[src/logic/chg_limits_pkg.sv]
// constants and carrier types for the minimum system voltage and host input current limit bank
// assumes a 16-bit word register port addressed by the even (low) byte offset
package chg_limits_pkg;
	// register byte offsets (low byte of each 16-bit pair)
	localparam logic [7:0] OFS_MIN_SYS_VOLT = 8'h0c;
	localparam logic [7:0] OFS_HOST_IIN_LIM = 8'h0e;

	// minimum system voltage field layout
	localparam int MSV_CODE_W      = 6;
	localparam int MSV_CODE_LSB    = 8;
	localparam int MSV_RSVD_MSB    = 15;
	localparam int MSV_RSVD_LSB    = 14;
	localparam int MSV_STEP_SHIFT  = 8; // 256 mV per code step
	localparam logic [5:0] MSV_CODE_MIN = 6'h04; // 1.024 V
	localparam logic [5:0] MSV_CODE_MAX = 6'h3f; // 16.128 V

	// power-on values of the minimum system voltage per cell count
	localparam logic [5:0] MSV_CODE_1S = 6'h0e; // 3.584 V
	localparam logic [5:0] MSV_CODE_2S = 6'h18; // 6.144 V
	localparam logic [5:0] MSV_CODE_3S = 6'h24; // 9.216 V
	localparam logic [5:0] MSV_CODE_4S = 6'h30; // 12.288 V

	// host input current limit field layout
	localparam int IIN_CODE_W   = 7;
	localparam int IIN_CODE_LSB = 8;
	localparam int IIN_RSVD_BIT = 15;
	localparam logic [15:0] IIN_RESET      = 16'h4100; // 3.3 A with offset
	localparam logic [15:0] IIN_STEP_MA    = 16'h0032; // 50 mA
	localparam logic [15:0] IIN_OFFSET_MA  = 16'h0032; // 50 mA at code zero

	// system rail headroom above battery while the path switch is off
	localparam logic [15:0] SYS_HEADROOM_MV = 16'h00a0; // 160 mV

	// cell count pin encodings
	typedef enum logic [1:0] {
		CELL_1S = 2'b00,
		CELL_2S = 2'b01,
		CELL_3S = 2'b11,
		CELL_4S = 2'b10
	} cell_count_t;

	// analog measurements handed in from the converter side
	typedef struct packed {
		logic [15:0] batt_mv;
		logic [15:0] vin_mv;
		logic [15:0] vin_lim_mv;
		logic [15:0] iin_ma;
	} meas_t;

	// regulation decisions handed out to the power stage
	typedef struct packed {
		logic        switch_linear;
		logic        switch_full_on;
		logic        switch_off;
		logic        charge_reduce;
		logic [15:0] sys_target_mv;
	} reg_mode_t;
endpackage : chg_limits_pkg

[src/logic/chg_reg_mode.sv]
// regulation mode choice from battery, settings and input conditions
// purely combinational; the caller registers the result
`timescale 1ns/1ps
`default_nettype none
module chg_reg_mode (
	input  wire logic [15:0]                i_min_sys_mv,
	input  wire logic [15:0]                i_iin_lim_ma,
	input  wire chg_limits_pkg::meas_t      i_meas,
	input  wire logic                       i_charging,
	input  wire logic                       i_supplement,
	output var  chg_limits_pkg::reg_mode_t  o_mode
);
	import chg_limits_pkg::*;

	logic [16:0] headroom_sum;

	// battery below floor, above it, and the input limit loop
	always_comb begin
		headroom_sum = {1'b0, i_meas.batt_mv} + {1'b0, SYS_HEADROOM_MV};
		o_mode = '0;
		if (i_meas.batt_mv < i_min_sys_mv) begin
			o_mode.switch_linear = 1'b1;
			o_mode.sys_target_mv = i_min_sys_mv;
		end else if (i_charging || i_supplement) begin
			o_mode.switch_full_on = 1'b1;
			o_mode.sys_target_mv  = i_meas.batt_mv;
		end else begin
			// off with headroom; saturate instead of wrapping
			o_mode.switch_off    = 1'b1;
			o_mode.sys_target_mv = headroom_sum[16] ? 16'hffff : headroom_sum[15:0];
		end
		o_mode.charge_reduce = (i_meas.iin_ma > i_iin_lim_ma) ||
			(i_meas.vin_mv < i_meas.vin_lim_mv);
	end
endmodule : chg_reg_mode
`default_nettype wire

[src/logic/chg_limits_regs.sv]
// minimum system voltage and host input current limit registers with mode outputs
// assumes a word-wide register port decoded by an upstream serial slave, all inputs synchronous
`timescale 1ns/1ps
`default_nettype none
// Operation
// - floor voltage code in high bits 5:0
// - out-of-range floor writes are dropped
// - floor reloads from cell-count pin on the first edge after reset
// - floor code weights 256 mV per step
// - reserved floor bits set mean invalid write
// - floor low byte ignored, reads zero
// - battery below floor: switch linear mode
// - above floor: full on or 160 mV headroom
// - over-limit input reduces charge current
// - input limit 50 to 6400 mA steps
// - input limit defaults and resets on removal
// - input limit carries fixed 50 mA offset
// - limit pin unused when disabled or high
// - reserved bit7 stored, low byte read-only
module chg_limits_regs #(
	parameter int ADDR_W = 8
) (
	input  wire logic                       i_sys_clk,
	input  wire logic                       i_sys_rst,
	input  wire logic                       i_clk_en,
	input  wire logic                       i_reg_wr,
	input  wire logic                       i_reg_rd,
	input  wire logic [ADDR_W-1:0]          i_reg_addr,
	input  wire logic [15:0]                i_reg_wdata,
	input  wire logic [1:0]                 i_cell_count_pin,
	input  wire logic                       i_adapter_present,
	input  wire logic                       i_charging,
	input  wire logic                       i_supplement,
	input  wire chg_limits_pkg::meas_t      i_meas,
	input  wire logic                       i_limit_pin_disable,
	input  wire logic                       i_limit_pin_above_4v,
	output logic [15:0]                     o_reg_rdata,
	output logic                            o_reg_rvalid,
	output logic                            o_wr_rejected,
	output logic [15:0]                     o_min_sys_mv,
	output logic [15:0]                     o_iin_lim_ma,
	output logic                            o_limit_pin_in_use,
	output chg_limits_pkg::reg_mode_t       o_mode
);
	import chg_limits_pkg::*;

	// elaboration check: the decode compares against 8-bit offsets
	if (ADDR_W < 8) begin : g_addr_w_check
		$error("ADDR_W must hold the 8-bit register offsets");
	end

	logic [MSV_CODE_W-1:0] msv_code_q, msv_code_d;
	logic [IIN_CODE_W-1:0] iin_code_q, iin_code_d;
	logic                  iin_rsvd_q, iin_rsvd_d;
	logic                  strap_done_q, strap_done_d;
	logic                  adapter_q, adapter_d;
	logic [15:0]           rdata_q, rdata_d;
	logic                  rvalid_q, rvalid_d;
	logic                  rejected_q, rejected_d;
	logic [15:0]           min_sys_mv_q, min_sys_mv_d;
	logic [15:0]           iin_lim_ma_q, iin_lim_ma_d;
	logic                  pin_use_q, pin_use_d;
	reg_mode_t             mode_q;
	reg_mode_t             mode_c;

	logic [MSV_CODE_W-1:0] wr_msv_code;
	logic                  wr_msv_sel;
	logic                  wr_iin_sel;
	logic                  msv_valid;
	logic                  adapter_removed;
	logic [MSV_CODE_W-1:0] strap_code;
	logic [15:0]           iin_lim_calc;
	logic [15:0]           floor_mv;

	// address decode; anything outside the two offsets is ignored
	// a write to an unmapped offset is dropped without a rejection pulse
	assign wr_msv_sel  = i_reg_wr && (i_reg_addr == ADDR_W'(OFS_MIN_SYS_VOLT));
	assign wr_iin_sel  = i_reg_wr && (i_reg_addr == ADDR_W'(OFS_HOST_IIN_LIM));
	assign wr_msv_code = i_reg_wdata[MSV_CODE_LSB +: MSV_CODE_W];

	// range check, 1.024 to 16.128 V
	assign msv_valid = (i_reg_wdata[MSV_RSVD_MSB:MSV_RSVD_LSB] == 2'b00) &&
		(wr_msv_code >= MSV_CODE_MIN) && (wr_msv_code <= MSV_CODE_MAX);

	// falling edge of the adapter present level
	// adapter_q resets low, so no false removal follows reset
	assign adapter_removed = adapter_q && !i_adapter_present;

	always_comb begin
		unique case (cell_count_t'(i_cell_count_pin))
			CELL_1S: strap_code = MSV_CODE_1S;
			CELL_2S: strap_code = MSV_CODE_2S;
			CELL_3S: strap_code = MSV_CODE_3S;
			CELL_4S: strap_code = MSV_CODE_4S;
		endcase
	end

	// applied limit is code steps plus offset
	assign iin_lim_calc = 16'((iin_code_q * IIN_STEP_MA) + IIN_OFFSET_MA);

	// floor in mV, binary weights of 256 mV
	assign floor_mv = 16'(msv_code_q) << MSV_STEP_SHIFT;

	// next state of the setting registers
	// the strap load owns the first edge after reset, so an early
	// floor write is lost rather than queued; the host waits a cycle
	always_comb begin
		msv_code_d   = msv_code_q;
		iin_code_d   = iin_code_q;
		iin_rsvd_d   = iin_rsvd_q;
		strap_done_d = 1'b1;
		adapter_d    = i_adapter_present;
		rejected_d   = 1'b0;
		if (!strap_done_q) begin
			msv_code_d = strap_code;
		end else if (wr_msv_sel) begin
			// keep old value on bad write
			if (msv_valid) begin
				msv_code_d = wr_msv_code;
			end
			rejected_d = !msv_valid;
		end
		// removal restores the default; wins over a host write
		if (adapter_removed) begin
			iin_code_d = IIN_RESET[IIN_CODE_LSB +: IIN_CODE_W];
			iin_rsvd_d = IIN_RESET[IIN_RSVD_BIT];
		end else if (wr_iin_sel) begin
			iin_code_d = i_reg_wdata[IIN_CODE_LSB +: IIN_CODE_W];
			iin_rsvd_d = i_reg_wdata[IIN_RSVD_BIT];
		end
	end

	// read path and registered outputs
	// a read in the same cycle as a write shows the old value
	always_comb begin
		rdata_d  = rdata_q;
		rvalid_d = i_reg_rd;
		if (i_reg_rd) begin
			if (i_reg_addr == ADDR_W'(OFS_MIN_SYS_VOLT)) begin
				// low byte and reserved bits read zero
				rdata_d = {2'b00, msv_code_q, 8'h00};
			end else if (i_reg_addr == ADDR_W'(OFS_HOST_IIN_LIM)) begin
				rdata_d = {iin_rsvd_q, iin_code_q, 8'h00};
			end else begin
				rdata_d = 16'h0000;
			end
		end
		min_sys_mv_d = floor_mv;
		iin_lim_ma_d = iin_lim_calc;
		// pin used only when enabled and low
		pin_use_d    = !i_limit_pin_disable && !i_limit_pin_above_4v;
	end

	// settings state; reset values are constants, strap loads after release
	// loading the strap inside reset would put a pin in the reset branch
	always_ff @(posedge i_sys_clk or posedge i_sys_rst) begin
		if (i_sys_rst) begin
			msv_code_q   <= MSV_CODE_1S;
			iin_code_q   <= IIN_RESET[IIN_CODE_LSB +: IIN_CODE_W];
			iin_rsvd_q   <= IIN_RESET[IIN_RSVD_BIT];
			strap_done_q <= 1'b0;
			adapter_q    <= 1'b0;
			rejected_q   <= 1'b0;
		end else if (i_clk_en) begin
			msv_code_q   <= msv_code_d;
			iin_code_q   <= iin_code_d;
			iin_rsvd_q   <= iin_rsvd_d;
			strap_done_q <= strap_done_d;
			adapter_q    <= adapter_d;
			rejected_q   <= rejected_d;
		end
	end

	// output flops; mode lags measurements by one cycle
	// data outputs come from flops, so nothing downstream sees a glitch
	always_ff @(posedge i_sys_clk or posedge i_sys_rst) begin
		if (i_sys_rst) begin
			rdata_q      <= 16'h0000;
			rvalid_q     <= 1'b0;
			min_sys_mv_q <= 16'h0000;
			iin_lim_ma_q <= 16'h0000;
			pin_use_q    <= 1'b0;
			mode_q       <= '0;
		end else if (i_clk_en) begin
			rdata_q      <= rdata_d;
			rvalid_q     <= rvalid_d;
			min_sys_mv_q <= min_sys_mv_d;
			iin_lim_ma_q <= iin_lim_ma_d;
			pin_use_q    <= pin_use_d;
			mode_q       <= mode_c;
		end
	end

	// mode decision uses the live settings, not the lagging outputs
	chg_reg_mode u_reg_mode (
		.i_min_sys_mv (floor_mv),
		.i_iin_lim_ma (iin_lim_calc),
		.i_meas       (i_meas),
		.i_charging   (i_charging),
		.i_supplement (i_supplement),
		.o_mode       (mode_c)
	);

	// ports are plain views of the flops
	assign o_reg_rdata        = rdata_q;
	assign o_reg_rvalid       = rvalid_q;
	assign o_wr_rejected      = rejected_q;
	assign o_min_sys_mv       = min_sys_mv_q;
	assign o_iin_lim_ma       = iin_lim_ma_q;
	assign o_limit_pin_in_use = pin_use_q;
	assign o_mode             = mode_q;
endmodule : chg_limits_regs
`default_nettype wire

[config.mk]
export PLATFORM = sky130hd
export DESIGN_NAME = chg_limits_regs
export DESIGN_NICKNAME = d
export VERILOG_FILES = /design/src/logic/chg_limits_pkg.sv /design/src/logic/chg_reg_mode.sv /design/src/logic/chg_limits_regs.sv
export SDC_FILE = /design/constraint.sdc
export NUM_CORES = 1
export LEC_CHECK = 0
export ABC_AREA = 1
export BUFFER_PORTS_ARGS = -buffer_cell sky130_fd_sc_hd__buf_2
export CAP_MARGIN = 15
export CORE_ASPECT_RATIO = 1.4
export CORE_MARGIN = 3
export CORE_UTILIZATION = 55
export CTS_CLUSTER_SIZE = 25
export DETAILED_ROUTE_END_ITERATION = 7
export GPL_TIMING_DRIVEN = 0
export HOLD_SLACK_MARGIN = 0.03
export PLACE_DENSITY = 0.84
export SLEW_MARGIN = 5
export SYNTH_ARGS = -nofsm -noshare
export SYNTH_HDL_FRONTEND = slang
export SYNTH_HIERARCHICAL = 1
export SYNTH_SLANG_ARGS = --single-unit
export TNS_END_PERCENT = 10
[constraint.sdc]
create_clock -name i_sys_clk -period 8.64 [get_ports i_sys_clk]
set_input_delay 0.864 -clock i_sys_clk [delete_from_list [all_inputs] [get_ports i_sys_clk]]
set_output_delay 0.864 -clock i_sys_clk [all_outputs]
set_load 0.02 [all_outputs]
==> impl_metrics.yaml, run 1 <==
outcome:
  outcome: "finished clean"
placement:
  io_buffers: 140
  gp_congestion: 0.899
  post-dp-hpwl_um: 11300
route:
  drt_iter0_markers: 176
  drt_pre_antenna_iters: 5
  route.vias.total: 5385
  ant_nets: 0
  wl_per_cell_um: 12.2
  via_per_inst: 4.83
  route.detailed.drc: 0
  drt_wl_total_um: 13600
job:
  drv_cap: 0
cts:
  cts.sinks: 66
  post_cts_buffers: 0
  cts-htree-levels: 3
  clock_path_buffers: 2
  cts_hold_buf: 0
  cts-root-buf: "clkbuf_16"
  cts_buffers: 9
  post_cts_resize_count: 0
  path_clk_slew_ns: 0.05
  cts_tree: "built"
  clkLatencyLatePin_ns: 0.33
synthesis:
  synthesis.area_mm2: 0.00571
  postSynthCellCount: 781
  yosysSeqAreaShare_pct: 29.0
  synth_seq_cells: 66
  avgSynthCellArea_um2: 7.31
  ys_types: 46
  synth_warnings: 6
power:
  p_total_mw: 1.60
  p_int_mw: 0.916
  switching_share_pct: 42.9
  comb_power_share_pct: 52.8
  clkPwrFrac_pct: 22.1
  seqPwrFrac_pct: 25.1
  p_per_area_mw_per_mm2: 228
  ir_worst_vdd_mv: 0.139
  leakage_nw: 4.14
  p_sw_mw: 0.689
timing:
  finalCritPeriodShare_pct: 46.2
  slew_violations: 0
  clock_skew_ns: 0.00388
  min_period_ns: 4.00
  tightest_slew_ns: 0.805
  relSlewSlack_pct: 46.3
  rsz0062_at_grt: "no"
  hold_viol: 0
  tns_ns: 0
  setup_viol: 0
  fmax_mhz: 250
global_route:
  grt_max_degree: 67
  grt_pass1_vias: 5175
  grt_pass1_wl_um: 22500
  antenna_found_initial: 0
  globalRouteOverflowTotal: 0
  grt_use_total_pct: 24.0
die:
  initial_core_util_pct: 57.0
  num_rows: 43
  die_x_um: 92.1
  coreArea_mm2: 0.0100
  dieArea_mm2: 0.0117
  pin_count: 171
  die_y_um: 127
setup_path:
  r2r-end: "o_mode[16]$_DFFE_PP0P_"
  critPathCaptureType: "flop"
  worst-setup-path-type: "reg2reg"
  reg2reg_slack_ns: 4.64
  reg2reg_from: "iin_code_q[0]$_DFFE_PP1P_"
  worst_ep_required_time_ns: 8.86
  worstPathArrival_ns: 4.21
  rr_worst_depth: 23
  cp-start-kind: "flop"
  crit_fanout: 6
final_layout:
  nFillCells: 866
  mostFrequentLayoutCell: "nand2_1"
  diodes: 0
  final_nets: 1153
  final_cell_mix: "nand2_1, buf_2, inv_1"
  drive_gt1_share_pct: 24.6
  area_growth_pct: 23.2
min_path:
  hold_end: "o_mode[19]$_DFFE_PP0P_"
  hold_start: "o_mode[19]$_DFFE_PP0P_"
  hp-class: "reg2reg"
  worst_hold_path.num_cells: 2
-- cell families (layout without fill, tap and decap cells) --
kind of cell | Yosys count | after routing | share of synthesized area, %
compound gates | 76 | 76 | 8.37
xor+xnor | 11 | 11 | 1.95
fa+ha+maj | 78 | 78 | 17.4
buf+inv | 144 | 300 | 11.7
flops | 66 | 66 | 29.0
other cells | 1 | 44 | 0.0657
simple gates | 405 | 405 | 31.5
-- power groups by stage --
stage | clock (mW) | sequential, mW | combinational [mW]
6_report | 0.355 | 0.402 | 0.847
4_1_cts | 0.361 | 0.402 | 0.849
3_5_place_dp | 0 | 0.406 | 0.835
2_1_floorplan | 0 | 0.451 | 0.587
5_1_grt | 0.370 | 0.409 | 0.973
3_3_place_gp | 0 | 0.406 | 0.812
-- Yosys cell counts, drive strengths merged --
master,number,share of area [%]
a21boi,2,0.26
a21o,2,0.26
a21oi,30,3.0
a31oi,6,0.66
and2,2,0.22
buf,31,4.3
clkbuf,8,0.53
conb,1,0.066
dfrtp,61,27
dfstp,5,2.3
fa,2,0.70
ha,76,17
inv,105,6.9
nand2,274,19
nand3,61,6.0
nand3b,4,0.53
nand4,7,0.77
nor2,44,3.5
nor3,8,1.1
nor3b,1,0.33
o211ai,1,0.13
o21a,1,0.13
o21ai,29,3.3
o21bai,2,0.26
o22ai,1,0.11
o31ai,2,0.26
or2,4,0.44
xnor2,1,0.29
xor2,10,1.7
-- routing by layer --
layer / routed length, um / track usage (%) / vias up
met5: 0 / 0 / -
met4: 454 / 9.54 / 0
met3: 560 / 3.86 / 27
met2: 7530 / 47.0 / 134
met1: 5100 / 25.0 / 2413
li1: - / - / 2811
-- metrics by stage --
stage	hold slack [ns]	worst slack, ns	std cells	utilization (%)	area [um2]
5_1_grt	0.484	4.29	1115	70.3	7030
2_1_floorplan	0.456	5.04	824	-	5870
3_3_place_gp	0.449	4.69	1099	67.3	6740
4_1_cts	0.465	4.60	1115	70.3	7030
3_5_place_dp	0.453	4.65	1099	67.4	6740
6_report	0.461	4.64	1115	70.3	7030
-- how the worst max path moves through the flow --
stage / start / to / slack (ns) / cells after the start
finish: iin_code_q[0]$_DFFE_PP1P_ / o_mode[16]$_DFFE_PP0P_ / 4.64 / 23
global route: iin_code_q[0]$_DFFE_PP1P_ / o_mode[16]$_DFFE_PP0P_ / 4.29 / 24
CTS: iin_code_q[0]$_DFFE_PP1P_ / o_mode[16]$_DFFE_PP0P_ / 4.60 / 23
detailed placement: iin_code_q[0]$_DFFE_PP1P_ / o_mode[16]$_DFFE_PP0P_ / 4.65 / 23
global placement: iin_code_q[0]$_DFFE_PP1P_ / o_mode[16]$_DFFE_PP0P_ / 4.69 / 24
floorplan: iin_code_q[2]$_DFFE_PP0P_ / o_mode[16]$_DFFE_PP0P_ / 5.04 / 24
-- area by class of cell --
cell class                 count  area, um2  area share, %
multi-input combinational    614       3540           50.4
sequential                    66       1660           23.6
timing repair buffer         140        701           9.96
inverter                     105        397           5.64
buffer                        39        274           3.90
clock buffer                  13        250           3.56
tap                          135        169           2.40
clock inverter                 3       40.0          0.569
-- flip-flops by register name, summed over array words and instances, names as in the netlist, 6 cells and up --
register	count
msv_code_q	6
iin_code_q	7
o_reg_rdata	8
o_iin_lim_ma	13
o_min_sys_mv	6
o_mode	20
-- worst max-delay path, stage by stage (launching register included) --
cell	delay (ns)
dfstp_2	0.60
ha_1	0.24
ha_1	0.25
ha_1	0.31
inv_1	0.06
fa_1	0.48
inv_1	0.11
nand2_1	0.05
nand2_1	0.08
nand3_1	0.07
nand2_1	0.14
inv_1	0.09
nor2_4	0.13
nand3_2	0.09
nor2_2	0.13
inv_1	0.06
ha_1	0.30
nand4_1	0.13
nor2_1	0.19
nand4_1	0.09
nand2_1	0.11
nand2_1	0.06
nand2_1	0.06
nand2_1	0.05
(Power assumes the default switching activity.)
==> inputs of run 2 (changes only) <==
--- a/config.mk
+++ b/config.mk
@@ -10,12 +10,12 @@
 export CAP_MARGIN = 15
 export CORE_ASPECT_RATIO = 1.4
 export CORE_MARGIN = 3
-export CORE_UTILIZATION = 55
+export CORE_UTILIZATION = 48
 export CTS_CLUSTER_SIZE = 25
 export DETAILED_ROUTE_END_ITERATION = 7
 export GPL_TIMING_DRIVEN = 0
 export HOLD_SLACK_MARGIN = 0.03
-export PLACE_DENSITY = 0.84
+export PLACE_DENSITY = 0.78
 export SLEW_MARGIN = 5
 export SYNTH_ARGS = -nofsm -noshare
 export SYNTH_HDL_FRONTEND = slang
==> constraint.sdc (replaced) <==
create_clock -name i_sys_clk -period 3.35 [get_ports i_sys_clk]
set_input_delay 0.335 -clock i_sys_clk [delete_from_list [all_inputs] [get_ports i_sys_clk]]
set_output_delay 0.335 -clock i_sys_clk [all_outputs]
set_load 0.02 [all_outputs]
==> impl_metrics.yaml, run 2 (synthesis gave the netlist of run 1 again) <==
global_route:
  antenna_found_initial: 0
  grt_max_degree: 67
  grt_pass1_wl_um: 24300
  globalRouteOverflowTotal: 0
  grt_use_total_pct: 22.6
  grt_pass1_vias: 5420
setup_path:
  slowest_stage: "dfrtp_2"
  cp_top_family: "adder cells"
  critPathCaptureType: "flop"
  cp_cell_sequence: "ha_4 > ha_4 > fa_1 > ha_1 > buf_6 > a21oi_4 > nand3_2 > nand2_4 > nand2_4 > nor2_4 > nand3_4 > nor2_4 > inv_1 > ha_1 > nand4_1 > a21oi_1 > nor2_1 > nand2_1 > nand2_2 > nand2_1 > nand2_1 > nand2_1"
  path_buf_inv: 2
  worst-setup-path-type: "reg2reg"
  cpPeakStageDelay_ns: 0.46
  worstPathArrival_ns: 4.17
  worst_ep_required_time_ns: 3.62
  crit_path_frequent_cell: "nand2_1"
  crit_fanout: 7
  cp-start-kind: "flop"
cts:
  cts.sinks: 66
  cts-root-buf: "clkbuf_16"
  clkLatencyLatePin_ns: 0.34
  cts_tree: "built"
  cts_buffers: 9
  cts-htree-levels: 3
  clock_path_buffers: 2
  path_clk_slew_ns: 0.06
  cts_hold_buf: 0
timing:
  tightest_slew_ns: 0.816
  fmax_mhz: 257
  clock_skew_ns: 0.00787
  relSlewSlack_pct: 45.6
  setup_viol: 2
  layout_setup_ws_ns: -0.547
  rsz0062_at_grt: "yes"
  tns_ns: -0.557
  slew_violations: 0
  hold_viol: 0
  finalHoldWorstSlack_ns: 0.152
  finalCritPeriodShare_pct: 116
  min_period_ns: 3.90
placement:
  io_buffers: 140
  gp_congestion: 0.917
  dp_cells: 1108
  dpl_worst_slack_ns: -0.676
  place_area_mm2: 0.00675
  post-dp-hpwl_um: 11700
route:
  drt_iter0_markers: 254
  route.detailed.drc: 0
  ant_nets: 0
  drt_wl_total_um: 15000
  wl_per_cell_um: 13.2
  route.vias.total: 5633
  drt_pre_antenna_iters: 5
  via_per_inst: 4.93
final_layout:
  diodes: 0
  final_core_util_pct: 64.7
  final_nets: 1171
  stdcell_count: 1142
  nFillCells: 1014
  largest_register_ffs: 20
  final_cell_mix: "nand2_1, buf_2, inv_1"
  fin_area_mm2: 0.00742
  drive_gt1_share_pct: 29.9
  mostFrequentLayoutCell: "nand2_1"
  area_growth_pct: 29.9
power:
  switching_share_pct: 44.6
  p_total_mw: 4.67
  seqPwrFrac_pct: 22.2
  p_int_mw: 2.59
  ir_worst_vdd_mv: 0.375
  clkPwrFrac_pct: 20.6
  leakage_nw: 4.23
  comb_power_share_pct: 57.2
  p_sw_mw: 2.08
  p_per_area_mw_per_mm2: 629
die:
  dieArea_mm2: 0.0133
  initial_core_util_pct: 49.8
  die_y_um: 135
  die_x_um: 98.2
  num_rows: 46
  pin_count: 171
  coreArea_mm2: 0.0115
outcome:
  outcome: "complete, but fails checks"
  violations: "setup timing"
min_path:
  hp-class: "in2async"
job:
  drv_cap: 0
run 2: cell count changes in the layout (fill, tap and decap cells not counted), moves of 8 or more:
cell | previous run | this run
buf_4 | 23 | 41
ha_1 | 76 | 64
ha_4 | 0 | 8
nand2_1 | 265 | 257
run 2: final cells by class:
class / count / area, um2 / share of cell area (%)
plain buffers: 39 / 274 / 3.69
flip-flops and latches: 66 / 1660 / 22.4
multi-input cells: 614 / 3760 / 50.8
clock inverters: 7 / 77.6 / 1.05
clock buffers: 9 / 225 / 3.04
inverters: 105 / 397 / 5.35
well taps: 144 / 180 / 2.43
repair buffers: 158 / 836 / 11.3
run 2: power groups by stage:
stage | Combinational (mW) | Sequential, mW | Clock, mW
floorplan | 1.51 | 1.16 | 0
global placement | 2.11 | 1.05 | 0
detailed placement | 2.18 | 1.05 | 0
CTS | 2.38 | 1.03 | 0.977
global route | 2.98 | 1.05 | 1.01
finish | 2.67 | 1.04 | 0.960
run 2: worst register-to-register path: stages (launching register included):
cell,delay (ns)
dfrtp_2,0.46
ha_4,0.26
ha_4,0.26
fa_1,0.41
ha_1,0.30
buf_6,0.15
a21oi_4,0.17
nand3_2,0.14
nand2_4,0.13
nand2_4,0.07
nor2_4,0.16
nand3_4,0.11
nor2_4,0.13
inv_1,0.05
ha_1,0.28
nand4_1,0.18
a21oi_1,0.16
nor2_1,0.07
nand2_1,0.09
nand2_2,0.06
nand2_1,0.06
nand2_1,0.04
nand2_1,0.09
run 2: routing by layer:
| metal | track usage (%) | share of wire [%] | vias to the layer above |
|---|---|---|---|
| met5 | 0 | 0 | - |
| met4 | 10.3 | 3.7 | 0 |
| met3 | 3.77 | 5.6 | 44 |
| met2 | 42.7 | 54 | 178 |
| met1 | 24.5 | 37 | 2554 |
| li1 | - | - | 2857 |
run 2: repair_timing:
action,4_1_cts,5_1_grt
endpoints found under the setup margin,1,2
hold endpoints to repair,0,0
resized for setup,20,28
buffers inserted,16,2
pin swaps,16,21
run 2: final timing paths:
path	startpoint	to	slack, ns	depth (start not counted)
hold / removal	i_sys_rst	o_limit_pin_in_use$_DFFE_PP0P_	0.15	2
max in group asynchronous	i_sys_rst	iin_code_q[3]$_DFFE_PP0P_	2.60	2
setup reg to reg	iin_code_q[2]$_DFFE_PP0P_	o_mode[16]$_DFFE_PP0P_	-0.55	22
min in group i_sys_clk	i_limit_pin_above_4v	o_limit_pin_in_use$_DFFE_PP0P_	0.18	2
setup / recovery	iin_code_q[2]$_DFFE_PP0P_	o_mode[16]$_DFFE_PP0P_	-0.55	22
hold reg to reg	o_min_sys_mv[10]$_DFFE_PP0P_	o_min_sys_mv[10]$_DFFE_PP0P_	0.46	2
